===== config.mk =====
export PLATFORM = sky130hd
export DESIGN_NAME = imp_mask_level_regs
export DESIGN_NICKNAME = d
export VERILOG_FILES = /design/src/rtl/imp_pkg.sv /design/src/rtl/imp_level_or.sv /design/src/rtl/imp_mask_level_regs.sv
export SDC_FILE = /design/constraint.sdc
export NUM_CORES = 1
export LEC_CHECK = 0
export BUFFER_PORTS_ARGS = -buffer_cell sky130_fd_sc_hd__buf_2
export CAP_MARGIN = 10
export CORE_ASPECT_RATIO = 0.7
export CORE_UTILIZATION = 25
export CTS_BUF_LIST = sky130_fd_sc_hd__clkbuf_4 sky130_fd_sc_hd__clkbuf_8
export CTS_CLUSTER_DIAMETER = 50
export DETAILED_ROUTE_END_ITERATION = 10
export SYNTH_ARGS = -nofsm -noshare
export SYNTH_HDL_FRONTEND = slang
export SYNTH_SLANG_ARGS = --single-unit

===== constraint.sdc =====
create_clock -name CLK -period 1.2 [get_ports CLK]
set_clock_uncertainty 0.15 [all_clocks]
set_input_delay 0.18 -clock CLK [delete_from_list [all_inputs] [get_ports CLK]]
set_output_delay 0.18 -clock CLK [all_outputs]
set_load 0.05 [all_outputs]

===== src/rtl/imp_pkg.sv =====
package imp_pkg;
    // ****************************************
    // register addresses on the internal bus
    // ****************************************
    localparam logic [7:0] ADDR_ENABLE_PRIMARY = 8'hA8;
    localparam logic [7:0] ADDR_LEVEL_PRIMARY = 8'hB8;
    localparam logic [7:0] ADDR_EXT_ENABLE_ONE = 8'hE6;
    localparam logic [7:0] ADDR_EXT_ENABLE_TWO = 8'hE7;
    localparam logic [7:0] ADDR_EXT_LEVEL_ONE = 8'hF6;
    localparam logic [7:0] ADDR_EXT_LEVEL_TWO = 8'hF7;

    // ****************************************
    // reset values
    // ****************************************
    localparam logic [7:0] RESET_REG = 8'h00;

    // ****************************************
    // field positions
    // ****************************************
    localparam int BIT_GLOBAL_GATE = 7;
    localparam int BIT_SPARE_USER_FLAG = 6;
    localparam int BIT_TIMER2 = 5;
    localparam int BIT_UART = 4;
    localparam int BIT_TIMER1 = 3;
    localparam int BIT_EXT1 = 2;
    localparam int BIT_TIMER0 = 1;
    localparam int BIT_EXT0 = 0;
    localparam int BIT_TWO_RESERVED = 6;
    localparam logic [7:0] LEVEL_PRIMARY_UNUSED = 8'hC0;
    localparam logic [7:0] TWO_WRITABLE = 8'hBF;

    // number of request sources: 6 primary + 8 ext one + 7 ext two
    localparam int NUM_SOURCES = 21;

    // source index layout in the flat source vector
    localparam int SRC_PRIMARY_LO = 0;
    localparam int SRC_ONE_LO = 6;
    localparam int SRC_TWO_LO = 14;
endpackage


===== src/rtl/imp_level_or.sv =====
// ****************************************
// per-level request reduction
// ****************************************
module imp_level_or
    import imp_pkg::*;
#(
    parameter int WIDTH = NUM_SOURCES
)
(
    input wire logic [WIDTH-1:0] pending,
    input wire logic [WIDTH-1:0] mask,
    input wire logic [WIDTH-1:0] level,
    input wire logic gate,
    output logic req_high,
    output logic req_low
);
    // refused at elaboration: an empty source vector has nothing to reduce
    if (WIDTH < 1)
    begin
        $error("imp_level_or: WIDTH must be at least 1");
    end

    always_comb
    begin
        req_high = gate && |(pending & mask & level);
        req_low = gate && |(pending & mask & ~level);
    end
endmodule


===== src/rtl/imp_mask_level_regs.sv =====
// Function
// - Global gate low blocks every request; high lets each mask decide.
// - Spare user flag is read/write and affects nothing.
// - Timer 2, 1, 0 masks pass their overflow flags only when set.
// - UART mask passes receive-done or transmit-done flag, one shared source.
// - External 0 and 1 masks pass active-low pin requests only when set.
// - First extended enable holds comparator edge masks in bits 7 to 4.
// - First extended enable bits 3-0: counter array, window, two-wire, serial periph.
// - Second extended enable bits 5 to 2 mask external interrupts 7 to 4.
// - Bit 6 of both second extended registers reads 0; software writes 0.
// - Primary level register upper two bits read 11b, writes ignored.
// - Level bit 0 is low, 1 is high; primary map matches enable map.
// - First extended level register matches first extended enable positions.
// - Second extended level register matches second extended enable positions.
// - Reset places every source at low level; all-zero levels are default.
// - Pending flags set regardless of masks; masking only suppresses requests.
// - High request may preempt low service; high service is never preempted.
module imp_mask_level_regs
    import imp_pkg::*;
(
    input wire logic CLK,
    input wire logic RESET,
    input wire logic [7:0] SFR_ADDR,
    input wire logic SFR_WRITE,
    input wire logic [7:0] SFR_WDATA,
    input wire logic SFR_READ,
    output logic [7:0] SFR_RDATA,
    output logic SFR_HIT,
    input wire logic TIMER0_OVERFLOW_FLAG,
    input wire logic TIMER1_OVERFLOW_FLAG,
    input wire logic TIMER2_OVERFLOW_FLAG,
    input wire logic TIMER3_OVERFLOW_FLAG,
    input wire logic UART_RX_DONE_FLAG,
    input wire logic UART_TX_DONE_FLAG,
    input wire logic EXT0_PIN_N,
    input wire logic EXT1_PIN_N,
    input wire logic [3:0] EXT_HIGH_PENDING,
    input wire logic [3:0] CMP_EDGE_PENDING,
    input wire logic COUNTER_ARRAY_PENDING,
    input wire logic WINDOW_COMPARE_PENDING,
    input wire logic TWOWIRE_PENDING,
    input wire logic SERIAL_PERIPH_PENDING,
    input wire logic XTAL_STABLE_FLAG,
    input wire logic CONV_DONE_PENDING,
    input wire logic IN_SERVICE_HIGH,
    input wire logic IN_SERVICE_LOW,
    output logic REQ_HIGH,
    output logic REQ_LOW,
    output logic [NUM_SOURCES-1:0] REQ_SOURCES
);
    // ****************************************
    // state
    // ****************************************
    typedef struct packed {
        logic [7:0] enable_primary;
        logic [5:0] level_primary;
        logic [7:0] ext_enable_one;
        logic [7:0] ext_enable_two;
        logic [7:0] ext_level_one;
        logic [7:0] ext_level_two;
        logic [1:0] ext_pin_sync0;
        logic [1:0] ext_pin_sync1;
        logic [7:0] rdata;
        logic hit;
        logic req_high;
        logic req_low;
        logic [NUM_SOURCES-1:0] req_sources;
    } imp_state_s;

    imp_state_s state;
    imp_state_s next_state;

    logic [NUM_SOURCES-1:0] pending;
    logic [NUM_SOURCES-1:0] mask;
    logic [NUM_SOURCES-1:0] level;
    logic gate;
    logic level_high;
    logic level_low;

    // ****************************************
    // source vectors
    // ****************************************
    // pins pass two flops; active-low pins become active-high pending
    always_comb
    begin
        pending = '0;
        pending[SRC_PRIMARY_LO + BIT_EXT0] = ~state.ext_pin_sync1[0];
        pending[SRC_PRIMARY_LO + BIT_TIMER0] = TIMER0_OVERFLOW_FLAG;
        pending[SRC_PRIMARY_LO + BIT_EXT1] = ~state.ext_pin_sync1[1];
        pending[SRC_PRIMARY_LO + BIT_TIMER1] = TIMER1_OVERFLOW_FLAG;
        // both uart flags share one source
        pending[SRC_PRIMARY_LO + BIT_UART] = UART_RX_DONE_FLAG | UART_TX_DONE_FLAG;
        pending[SRC_PRIMARY_LO + BIT_TIMER2] = TIMER2_OVERFLOW_FLAG;
        pending[SRC_ONE_LO + 0] = SERIAL_PERIPH_PENDING;
        pending[SRC_ONE_LO + 1] = TWOWIRE_PENDING;
        pending[SRC_ONE_LO + 2] = WINDOW_COMPARE_PENDING;
        pending[SRC_ONE_LO + 3] = COUNTER_ARRAY_PENDING;
        // order cmp0 fall, cmp0 rise, cmp1 fall, cmp1 rise
        pending[SRC_ONE_LO + 7 -: 4] = CMP_EDGE_PENDING;
        pending[SRC_TWO_LO + 0] = TIMER3_OVERFLOW_FLAG;
        pending[SRC_TWO_LO + 1] = CONV_DONE_PENDING;
        pending[SRC_TWO_LO + 5 -: 4] = EXT_HIGH_PENDING;
        pending[SRC_TWO_LO + 6] = XTAL_STABLE_FLAG;
    end

    // pending flags are taken as-is; masking touches only requests
    always_comb
    begin
        gate = state.enable_primary[BIT_GLOBAL_GATE];
        // spare flag bit 6 is deliberately left out of the mask vector
        mask = {state.ext_enable_two[7], state.ext_enable_two[5:0],
                state.ext_enable_one, state.enable_primary[5:0]};
        level = {state.ext_level_two[7], state.ext_level_two[5:0],
                 state.ext_level_one, state.level_primary};
    end

    imp_level_or #(
        .WIDTH(NUM_SOURCES)
    ) u_level_or (
        .pending(pending),
        .mask(mask),
        .level(level),
        .gate(gate),
        .req_high(level_high),
        .req_low(level_low)
    );

    // ****************************************
    // next state
    // ****************************************
    always_comb
    begin
        next_state = state;
        next_state.ext_pin_sync0 = {EXT1_PIN_N, EXT0_PIN_N};
        next_state.ext_pin_sync1 = state.ext_pin_sync0;

        // writes land at the edge, so requests use them the cycle after
        if (SFR_WRITE)
        begin
            case (SFR_ADDR)
                ADDR_ENABLE_PRIMARY: next_state.enable_primary = SFR_WDATA;
                ADDR_LEVEL_PRIMARY: next_state.level_primary = SFR_WDATA[5:0];
                ADDR_EXT_ENABLE_ONE: next_state.ext_enable_one = SFR_WDATA;
                ADDR_EXT_ENABLE_TWO: next_state.ext_enable_two = SFR_WDATA & TWO_WRITABLE;
                ADDR_EXT_LEVEL_ONE: next_state.ext_level_one = SFR_WDATA;
                ADDR_EXT_LEVEL_TWO: next_state.ext_level_two = SFR_WDATA & TWO_WRITABLE;
                default: next_state.hit = state.hit;
            endcase
        end

        next_state.hit = SFR_READ || SFR_WRITE ?
            (SFR_ADDR == ADDR_ENABLE_PRIMARY || SFR_ADDR == ADDR_LEVEL_PRIMARY ||
             SFR_ADDR == ADDR_EXT_ENABLE_ONE || SFR_ADDR == ADDR_EXT_ENABLE_TWO ||
             SFR_ADDR == ADDR_EXT_LEVEL_ONE || SFR_ADDR == ADDR_EXT_LEVEL_TWO) : 1'b0;

        // read data registered: ready one cycle after the read strobe
        next_state.rdata = 8'h00;
        if (SFR_READ)
        begin
            case (SFR_ADDR)
                ADDR_ENABLE_PRIMARY: next_state.rdata = state.enable_primary;
                ADDR_LEVEL_PRIMARY: next_state.rdata = LEVEL_PRIMARY_UNUSED
                    | {2'b00, state.level_primary};
                ADDR_EXT_ENABLE_ONE: next_state.rdata = state.ext_enable_one;
                ADDR_EXT_ENABLE_TWO: next_state.rdata = state.ext_enable_two
                    & TWO_WRITABLE;
                ADDR_EXT_LEVEL_ONE: next_state.rdata = state.ext_level_one;
                ADDR_EXT_LEVEL_TWO: next_state.rdata = state.ext_level_two
                    & TWO_WRITABLE;
                default: next_state.rdata = 8'h00;
            endcase
        end

        // a high service blocks both requests; a low service lets only high through
        next_state.req_high = level_high && !IN_SERVICE_HIGH;
        next_state.req_low = level_low && !IN_SERVICE_HIGH && !IN_SERVICE_LOW;
        next_state.req_sources = gate ? (pending & mask) : '0;

        if (RESET)
        begin
            next_state = '0;
            next_state.enable_primary = RESET_REG;
            next_state.level_primary = RESET_REG[5:0];
            next_state.ext_level_one = RESET_REG;
            next_state.ext_level_two = RESET_REG;
            next_state.ext_enable_one = RESET_REG;
            next_state.ext_enable_two = RESET_REG;
            // pins idle high so no false request after reset
            next_state.ext_pin_sync0 = 2'b11;
            next_state.ext_pin_sync1 = 2'b11;
        end
    end

    always_ff @(posedge CLK)
    begin
        state <= next_state;
    end

    // ****************************************
    // outputs
    // ****************************************
    always_comb
    begin
        SFR_RDATA = state.rdata;
        SFR_HIT = state.hit;
        REQ_HIGH = state.req_high;
        REQ_LOW = state.req_low;
        REQ_SOURCES = state.req_sources;
    end
endmodule


==> flow_results.xml, run 1 <==
<?xml version="1.0" encoding="UTF-8"?>
<metrics>
  <group name="outcome">
    <metric name="status" unit="">finished, violations left</metric>
    <metric name="failed_checks" unit="">negative hold slack, negative setup slack</metric>
  </group>
  <group name="clock_tree">
    <metric name="clock_pin_slew_on_the_worst_setup_and_hold_paths" unit="ns">0.09</metric>
    <metric name="worstSkewPairLatency" unit="ns">0.36</metric>
    <metric name="cts.sink_count" unit="">80</metric>
    <metric name="clockRootBuffer" unit="">sky130_fd_sc_hd__clkbuf_8</metric>
    <metric name="cts_buffers" unit="">9</metric>
    <metric name="cts_max_path_buffers" unit="">2</metric>
    <metric name="tritoncts" unit="">done</metric>
    <metric name="post_cts_hold_fix_bufs" unit="">15</metric>
    <metric name="clock_tree.htree_level_count" unit="">3</metric>
  </group>
  <group name="drt">
    <metric name="drt-initial-drc-count" unit="">257</metric>
    <metric name="route.antenna.remaining_nets" unit="">0</metric>
    <metric name="drc" unit="">0</metric>
    <metric name="detail_route.wirelength" unit="mm">11.7</metric>
    <metric name="routed_length_per_placed_instance" unit="µm">16.3</metric>
    <metric name="drt_pre_antenna_iters" unit="">4</metric>
    <metric name="route.vias.total" unit="">3299</metric>
    <metric name="post_drt_via_cell_ratio" unit="">4.62</metric>
  </group>
  <group name="worst_setup_path">
    <metric name="endpoint_kind" unit="">flip-flop</metric>
    <metric name="crit_type" unit="">flip-flop to flip-flop</metric>
    <metric name="start_kind" unit="">flip-flop</metric>
    <metric name="crit_arrival" unit="ns">1.55</metric>
    <metric name="worst-path-max-fanout" unit="">3</metric>
    <metric name="cp.required" unit="ns">1.28</metric>
  </group>
  <group name="power">
    <metric name="power_density" unit="mW/mm²">992</metric>
    <metric name="reported_leakage_power" unit="nW">2.34</metric>
    <metric name="ir_drop" unit="V">0.000571</metric>
  </group>
  <group name="yosys">
    <metric name="synth_seq_area_share" unit="%">45.6</metric>
    <metric name="yosys.area.top_type" unit="">sky130_fd_sc_hd__dfxtp_1</metric>
    <metric name="simple_gate_share_of_the_synthesized_area" unit="%">21.8</metric>
    <metric name="ys_async_sr_fraction" unit="%">0</metric>
    <metric name="yosysWarningCount" unit="">0</metric>
    <metric name="synth_cell_type_count" unit="">40</metric>
    <metric name="synth_fp_nets" unit="">421</metric>
    <metric name="compound_gate_fraction_of_synth_area" unit="%">6.99</metric>
    <metric name="synth-edff-count" unit="">0</metric>
    <metric name="share_of_synthesized_cell_area_in_full_adder_half_adder_and_majority_cells" unit="%">0</metric>
    <metric name="syn_area" unit="mm²">0.00351</metric>
    <metric name="synthFlopType" unit="">sky130_fd_sc_hd__dfxtp_1</metric>
    <metric name="synth_top_family_by_area" unit="">simple AND/OR/NAND/NOR gates</metric>
    <metric name="synth.area.mux_share" unit="%">16.4</metric>
    <metric name="synthesis.instances" unit="">377</metric>
    <metric name="yosysMostFrequentCell" unit="">sky130_fd_sc_hd__dfxtp_1</metric>
    <metric name="netlist_top_cells_area" unit="">sky130_fd_sc_hd__dfxtp_1 46%, sky130_fd_sc_hd__mux2i_1 10%, sky130_fd_sc_hd__buf_4 7.3%</metric>
    <metric name="synth_top_area_share" unit="%">45.6</metric>
    <metric name="netlist_top_cells_count" unit="">80 x sky130_fd_sc_hd__dfxtp_1, 65 x sky130_fd_sc_hd__nor2_1, 36 x sky130_fd_sc_hd__mux2i_1</metric>
    <metric name="synth.ff_latch_count" unit="">80</metric>
    <metric name="syn_avg_cell_area" unit="µm²">9.31</metric>
    <metric name="synth-xor-area-share" unit="%">0</metric>
  </group>
  <group name="timing">
    <metric name="hold_slack" unit="ns">-0.0313</metric>
    <metric name="finalCriticalPeriod" unit="ns">1.47</metric>
    <metric name="grt_setup_unrepaired" unit="">true</metric>
    <metric name="fmax" unit="MHz">679</metric>
    <metric name="timing.setup.tns" unit="ns">-1.46</metric>
    <metric name="final.period_utilization" unit="%">123</metric>
    <metric name="worst_slew_pin_tran" unit="ns">0.424</metric>
    <metric name="setup_slack" unit="ns">-0.273</metric>
    <metric name="normalized_max_slew_margin" unit="%">71.7</metric>
    <metric name="final_hold_viol_count" unit="">3</metric>
    <metric name="final_max_slew_viol_count" unit="">0</metric>
    <metric name="report.final.setup_viol" unit="">9</metric>
  </group>
  <group name="placed_design">
    <metric name="dp_hpwl" unit="mm">8.45</metric>
    <metric name="area_post_placement" unit="mm²">0.00458</metric>
    <metric name="finalWeightedCongestion" unit="">0.885</metric>
    <metric name="placed_cells" unit="">679</metric>
    <metric name="port-buffer-count" unit="">75</metric>
  </group>
  <group name="die">
    <metric name="floorplan.initialDensity" unit="%">26.1</metric>
    <metric name="rows" unit="">35</metric>
    <metric name="io_pins" unit="">76</metric>
    <metric name="die-width" unit="µm">144</metric>
    <metric name="die-area" unit="mm²">0.0145</metric>
    <metric name="die_height" unit="µm">101</metric>
    <metric name="placeableCoreArea" unit="mm²">0.0134</metric>
  </group>
  <group name="finish">
    <metric name="finish.cell_count_without_fillers" unit="">714</metric>
    <metric name="layout.filler_cells" unit="">1345</metric>
    <metric name="finalInstanceArea" unit="mm²">0.00545</metric>
    <metric name="areaGrowthSynthToFinish" unit="%">55.3</metric>
    <metric name="diodes" unit="">0</metric>
    <metric name="post_layout_net_count" unit="">569</metric>
    <metric name="drive_above_1_share" unit="%">53.1</metric>
  </group>
  <group name="global_route">
    <metric name="grt_pass1_wl" unit="mm">17.8</metric>
    <metric name="gr-total-overflow" unit="">0</metric>
    <metric name="globalRouteTotalUtil" unit="%">16.6</metric>
    <metric name="grt_start_max_net_pins" unit="">27</metric>
    <metric name="grt_antenna_before_repair" unit="">0</metric>
    <metric name="grt_pass1_vias" unit="">3348</metric>
  </group>
  <group name="hold_path">
    <metric name="path_type_of_the_worst_min_delay_path" unit="">primary input to flip-flop</metric>
  </group>
  <group name="flow_run">
    <metric name="maxCapViolCount" unit="">0</metric>
  </group>
</metrics>
==> registers in the layout, indices dropped and copies added, names as in the netlist <==
signal	cells
REQ_LOW	1
level	21
state	5
SFR_HIT	1
REQ_SOURCES	21
gate	1
SFR_RDATA	8
REQ_HIGH	1
mask	21
==> cells by family (layout without fill, tap and decap cells) <==
logic type | after synthesis | after routing
AND/OR/NAND/NOR | 159 | 160
AO/OA/AOI/OAI | 38 | 38
multiplexers | 52 | 52
buffers and inverters | 48 | 199
flip-flops | 80 | 80
==> per-layer routing <==
| metal | routed length, µm | global-route usage (%) |
|---|---|---|
| met1 | 5300 | 21.8 |
| met2 | 5360 | 27.3 |
| met3 | 833 | 4.02 |
| met4 | 175 | 4.75 |
| met5 | 0 | 0 |
==> cell type report <==
type	count	area (µm²)	area share, %
multi-input cells	250	1770	32.5
flip-flops and latches	80	1650	30.3
repair buffers	182	1560	28.5
well taps	185	231	4.25
clock buffers	10	131	2.41
clock inverters	5	106	1.95
inverters	2	7.51	0.138
==> path summary, 6_finish.rpt <==
check / slack [ns] / startpoint / cells after the start / endpoint
max: -0.27 / level[17]$_SDFFE_PP0P_ / 4 / SFR_RDATA[3]$_SDFF_PP0_
min: -0.03 / TIMER3_OVERFLOW_FLAG / 3 / REQ_SOURCES[14]$_SDFF_PP0_
max reg2reg: -0.27 / level[17]$_SDFFE_PP0P_ / 4 / SFR_RDATA[3]$_SDFF_PP0_
min reg2reg: 0.26 / state[35]$_SDFF_PP1_ / 1 / state[33]$_SDFF_PP1_
==> placed cells by master, fill, tap and decap left out, types with 3 or more instances in the layout <==
cell type                       count
sky130_fd_sc_hd__buf_8              6
sky130_fd_sc_hd__or2_2              4
sky130_fd_sc_hd__buf_2             40
sky130_fd_sc_hd__clkbuf_8           9
sky130_fd_sc_hd__nor2_1            64
sky130_fd_sc_hd__buf_4             79
sky130_fd_sc_hd__nand3_2            9
sky130_fd_sc_hd__dlygate4sd3_1     15
sky130_fd_sc_hd__dfxtp_1           41
sky130_fd_sc_hd__nand2_1           24
sky130_fd_sc_hd__a21oi_1           11
sky130_fd_sc_hd__a22oi_2            4
sky130_fd_sc_hd__bufinv_16          3
sky130_fd_sc_hd__o22ai_1            6
sky130_fd_sc_hd__buf_6             35
sky130_fd_sc_hd__mux2_2            11
sky130_fd_sc_hd__mux4_2             3
sky130_fd_sc_hd__mux2i_1           36
sky130_fd_sc_hd__nand3_1           23
sky130_fd_sc_hd__o21ai_0            3
sky130_fd_sc_hd__nand4_1            3
sky130_fd_sc_hd__buf_12             6
sky130_fd_sc_hd__nand3b_1           3
sky130_fd_sc_hd__dfxtp_2           39
sky130_fd_sc_hd__nand2_2            4
==> worst max-delay path, cell delays in order, from the launching register on <==
cell and delay (ns):
sky130_fd_sc_hd__dfxtp_2 0.33, sky130_fd_sc_hd__buf_4 0.13, sky130_fd_sc_hd__mux4_2 0.48, sky130_fd_sc_hd__a22oi_2 0.17, sky130_fd_sc_hd__nor2_1 0.07
==> stage by stage <==
stage               setup slack (ns)  utilization (%)  power, W
floorplan                     -0.110                -   0.00283
global placement              -0.349             34.0   0.00302
detailed placement            -0.374             34.0   0.00302
CTS                           -0.275             39.5   0.00543
global route                  -0.326             40.5   0.00559
finish                        -0.273             40.5   0.00541
==> repair_timing <==
item | CTS | global route
pin swaps | 16 | 8
setup buffers | 4 | 0
resized for setup | 102 | 49
cloned | 1 | 0
hold endpoints to repair | 20 | 3
endpoints found under the setup margin | 48 | 72
==> power by group <==
group / switching, W / total (W) / internal, W
clock network: 0.000991 / 0.00239 / 0.00140
registers: 0.00000278 / 0.00266 / 0.00266
logic: 0.000188 / 0.000360 / 0.000171
total: 0.00118 / 0.00541 / 0.00423
Power figures use the tool's default switching activity.
==> inputs of run 2 (changes only) <==
--- a/config.mk
+++ b/config.mk
@@ -12,6 +12,8 @@
 export CTS_BUF_LIST = sky130_fd_sc_hd__clkbuf_4 sky130_fd_sc_hd__clkbuf_8
 export CTS_CLUSTER_DIAMETER = 50
 export DETAILED_ROUTE_END_ITERATION = 10
+export PLACE_DENSITY_LB_ADDON = 0.12
+export SKIP_LAST_GASP = 1
 export SYNTH_ARGS = -nofsm -noshare
 export SYNTH_HDL_FRONTEND = slang
 export SYNTH_SLANG_ARGS = --single-unit
==> constraint.sdc (replaced) <==
create_clock -name CLK -period 1.4 [get_ports CLK]
set_clock_uncertainty 0.15 [all_clocks]
set_input_delay 0.21 -clock CLK [delete_from_list [all_inputs] [get_ports CLK]]
set_output_delay 0.21 -clock CLK [all_outputs]
set_load 0.05 [all_outputs]
==> run 2 against run 1 <==
Against the previous run: the flow finishes with violations (negative setup slack); critical path depth stayed put; register-to-register slack improved by 0.23 ns; fmax is 2.4% higher; critical endpoint is now SFR_RDATA[1]$_SDFF_PP0_.
==> flow_results.xml, run 2 (synthesized netlist as in run 1, its figures left out) <==
<?xml version="1.0" encoding="UTF-8"?>
<metrics>
  <group name="outcome">
    <metric name="status" unit="">finished, violations left</metric>
    <metric name="failed_checks" unit="">negative setup slack</metric>
  </group>
  <group name="finish">
    <metric name="final_cell_mix" unit="">74 x sky130_fd_sc_hd__buf_2, 71 x sky130_fd_sc_hd__dfxtp_1, 64 x sky130_fd_sc_hd__nor2_1, 54 x sky130_fd_sc_hd__buf_4, 36 x sky130_fd_sc_hd__mux2i_1</metric>
    <metric name="areaGrowthSynthToFinish" unit="%">40.1</metric>
    <metric name="drive_above_1_share" unit="%">39.8</metric>
    <metric name="layout.cells.most_common" unit="">sky130_fd_sc_hd__buf_2</metric>
    <metric name="finish.cell_count_without_fillers" unit="">698</metric>
    <metric name="finalInstanceArea" unit="mm²">0.00492</metric>
    <metric name="diodes" unit="">0</metric>
    <metric name="post_layout_net_count" unit="">552</metric>
  </group>
  <group name="timing">
    <metric name="setup_slack" unit="ns">-0.0389</metric>
    <metric name="report.final.setup_viol" unit="">3</metric>
    <metric name="final_max_slew_viol_count" unit="">0</metric>
    <metric name="grt_setup_unrepaired" unit="">true</metric>
    <metric name="finalCriticalPeriod" unit="ns">1.44</metric>
    <metric name="normalized_max_slew_margin" unit="%">71.4</metric>
    <metric name="hold_slack" unit="ns">0.00988</metric>
    <metric name="final_hold_viol_count" unit="">0</metric>
    <metric name="fmax" unit="MHz">695</metric>
    <metric name="final.period_utilization" unit="%">103</metric>
    <metric name="worst_slew_pin_tran" unit="ns">0.429</metric>
  </group>
  <group name="worst_setup_path">
    <metric name="start_kind" unit="">flip-flop</metric>
    <metric name="crit_type" unit="">flip-flop to flip-flop</metric>
    <metric name="timing.critical_path.buf_inv" unit="">1</metric>
    <metric name="timing.critical_path.slowest_stage_cell" unit="">sky130_fd_sc_hd__mux4_2</metric>
    <metric name="crit_arrival" unit="ns">1.53</metric>
    <metric name="worst_setup_path_startpoint" unit="">level[15]$_SDFFE_PP0P_</metric>
    <metric name="endpoint_kind" unit="">flip-flop</metric>
    <metric name="critical-path-top-delay-family" unit="">multiplexers</metric>
    <metric name="cp.required" unit="ns">1.49</metric>
    <metric name="worst_path_largest_cell_delay" unit="ns">0.47</metric>
    <metric name="reg2reg_slack" unit="ns">-0.04</metric>
    <metric name="worstPathCellList" unit="">buf_6 -&gt; mux4_2 -&gt; a22oi_2 -&gt; nor2_1</metric>
    <metric name="critical_path.reg2reg.startpoint" unit="">level[15]$_SDFFE_PP0P_</metric>
    <metric name="worst-path-max-fanout" unit="">3</metric>
  </group>
  <group name="clock_tree">
    <metric name="cts_max_path_buffers" unit="">2</metric>
    <metric name="cts_buffers" unit="">9</metric>
    <metric name="clock_tree.htree_level_count" unit="">3</metric>
    <metric name="clock_pin_slew_on_the_worst_setup_and_hold_paths" unit="ns">0.09</metric>
    <metric name="clockRootBuffer" unit="">sky130_fd_sc_hd__clkbuf_8</metric>
    <metric name="tritoncts" unit="">done</metric>
    <metric name="worstSkewPairLatency" unit="ns">0.37</metric>
    <metric name="cts.sink_count" unit="">80</metric>
  </group>
  <group name="die">
    <metric name="rows" unit="">35</metric>
    <metric name="die-area" unit="mm²">0.0145</metric>
    <metric name="floorplan.initialDensity" unit="%">26.1</metric>
    <metric name="die-width" unit="µm">144</metric>
    <metric name="placeableCoreArea" unit="mm²">0.0134</metric>
    <metric name="die_height" unit="µm">101</metric>
    <metric name="io_pins" unit="">76</metric>
  </group>
  <group name="placed_design">
    <metric name="finalWeightedCongestion" unit="">0.827</metric>
    <metric name="placed_cells" unit="">656</metric>
    <metric name="port-buffer-count" unit="">75</metric>
    <metric name="place_ws" unit="ns">-0.296</metric>
    <metric name="area_post_placement" unit="mm²">0.00435</metric>
    <metric name="dp_hpwl" unit="mm">8.78</metric>
  </group>
  <group name="power">
    <metric name="report.power.total" unit="W">0.00434</metric>
    <metric name="reported_leakage_power" unit="nW">2.14</metric>
    <metric name="ir_drop" unit="V">0.000379</metric>
    <metric name="power_density" unit="mW/mm²">883</metric>
  </group>
  <group name="drt">
    <metric name="route.vias.total" unit="">3197</metric>
    <metric name="routed_length_per_placed_instance" unit="µm">16.8</metric>
    <metric name="route.antenna.remaining_nets" unit="">0</metric>
    <metric name="post_drt_via_cell_ratio" unit="">4.58</metric>
    <metric name="drt_pre_antenna_iters" unit="">4</metric>
    <metric name="detail_route.wirelength" unit="mm">11.7</metric>
    <metric name="drc" unit="">0</metric>
    <metric name="drt-initial-drc-count" unit="">133</metric>
  </group>
  <group name="global_route">
    <metric name="grt_pass1_wl" unit="mm">17.8</metric>
    <metric name="grt_start_max_net_pins" unit="">18</metric>
    <metric name="top_usage_layer" unit="">met2</metric>
    <metric name="use_met1" unit="%">22.3</metric>
    <metric name="groute.layer.met3.usage" unit="%">5.58</metric>
    <metric name="grt_pass1_vias" unit="">3066</metric>
    <metric name="met2_usage" unit="%">27.0</metric>
    <metric name="grt_antenna_before_repair" unit="">0</metric>
    <metric name="gr-total-overflow" unit="">0</metric>
    <metric name="globalRouteTotalUtil" unit="%">17.0</metric>
  </group>
  <group name="hold_path">
    <metric name="path_type_of_the_worst_min_delay_path" unit="">primary input to flip-flop</metric>
    <metric name="worstHoldStart" unit="">SFR_WDATA[3]</metric>
  </group>
  <group name="flow_run">
    <metric name="maxCapViolCount" unit="">0</metric>
  </group>
</metrics>
-- run 2: path summary, 6_finish.rpt --
path | end | depth (start not counted)
max | SFR_RDATA[1]$_SDFF_PP0_ | 4
min | mask[3]$_SDFFE_PP0P_ | 3
max reg2reg | SFR_RDATA[1]$_SDFF_PP0_ | 4
min reg2reg | state[33]$_SDFF_PP1_ | 1
-- run 2: repair_timing --
item,in CTS,in global routing
hold buffers,23,3
endpoints found under the setup margin,4,8
setup buffers,1,0
hold endpoints to repair,24,3
gates resized for setup,17,14
pin swaps,4,4
-- run 2: layout make-up --
type                            instances  area, µm²
Tap cell                              185        231
Timing Repair Buffer                  166       1210
Clock buffer                           11        139
Clock inverter                          5       57.6
Inverter                                2       7.51
Multi-Input combinational cell        249       1660
Sequential cell                        80       1610
Fill cell                            1445       8520
-- run 2: metal layers --
layer  part of all wire (%)  wire length (µm)
met2                     46              5340
met4                    1.2               144
met5                      0                 0
met1                     47              5540
met3                    5.6               660
-- run 2: stage by stage --
stage               utilization, %  TNS (ns)
floorplan                        -         0
global placement              32.4     -6.62
detailed placement            32.4     -7.22
CTS                           36.0    -0.143
global route                  36.6    -0.288
finish                        36.6   -0.0897
-- run 2: report_power, final --
part	leakage, nW	switching (W)	total [W]	internal, W
clock network	0.104	0.000897	0.00176	0.000865
logic	1.39	0.000149	0.000301	0.000152
registers	0.650	0.00000203	0.00228	0.00228
-- run 2: worst min-delay path, stage by stage --
cell	delay (ns)
sky130_fd_sc_hd__buf_2	0.14
sky130_fd_sc_hd__nand3_1	0.07
sky130_fd_sc_hd__a21oi_1	0.05
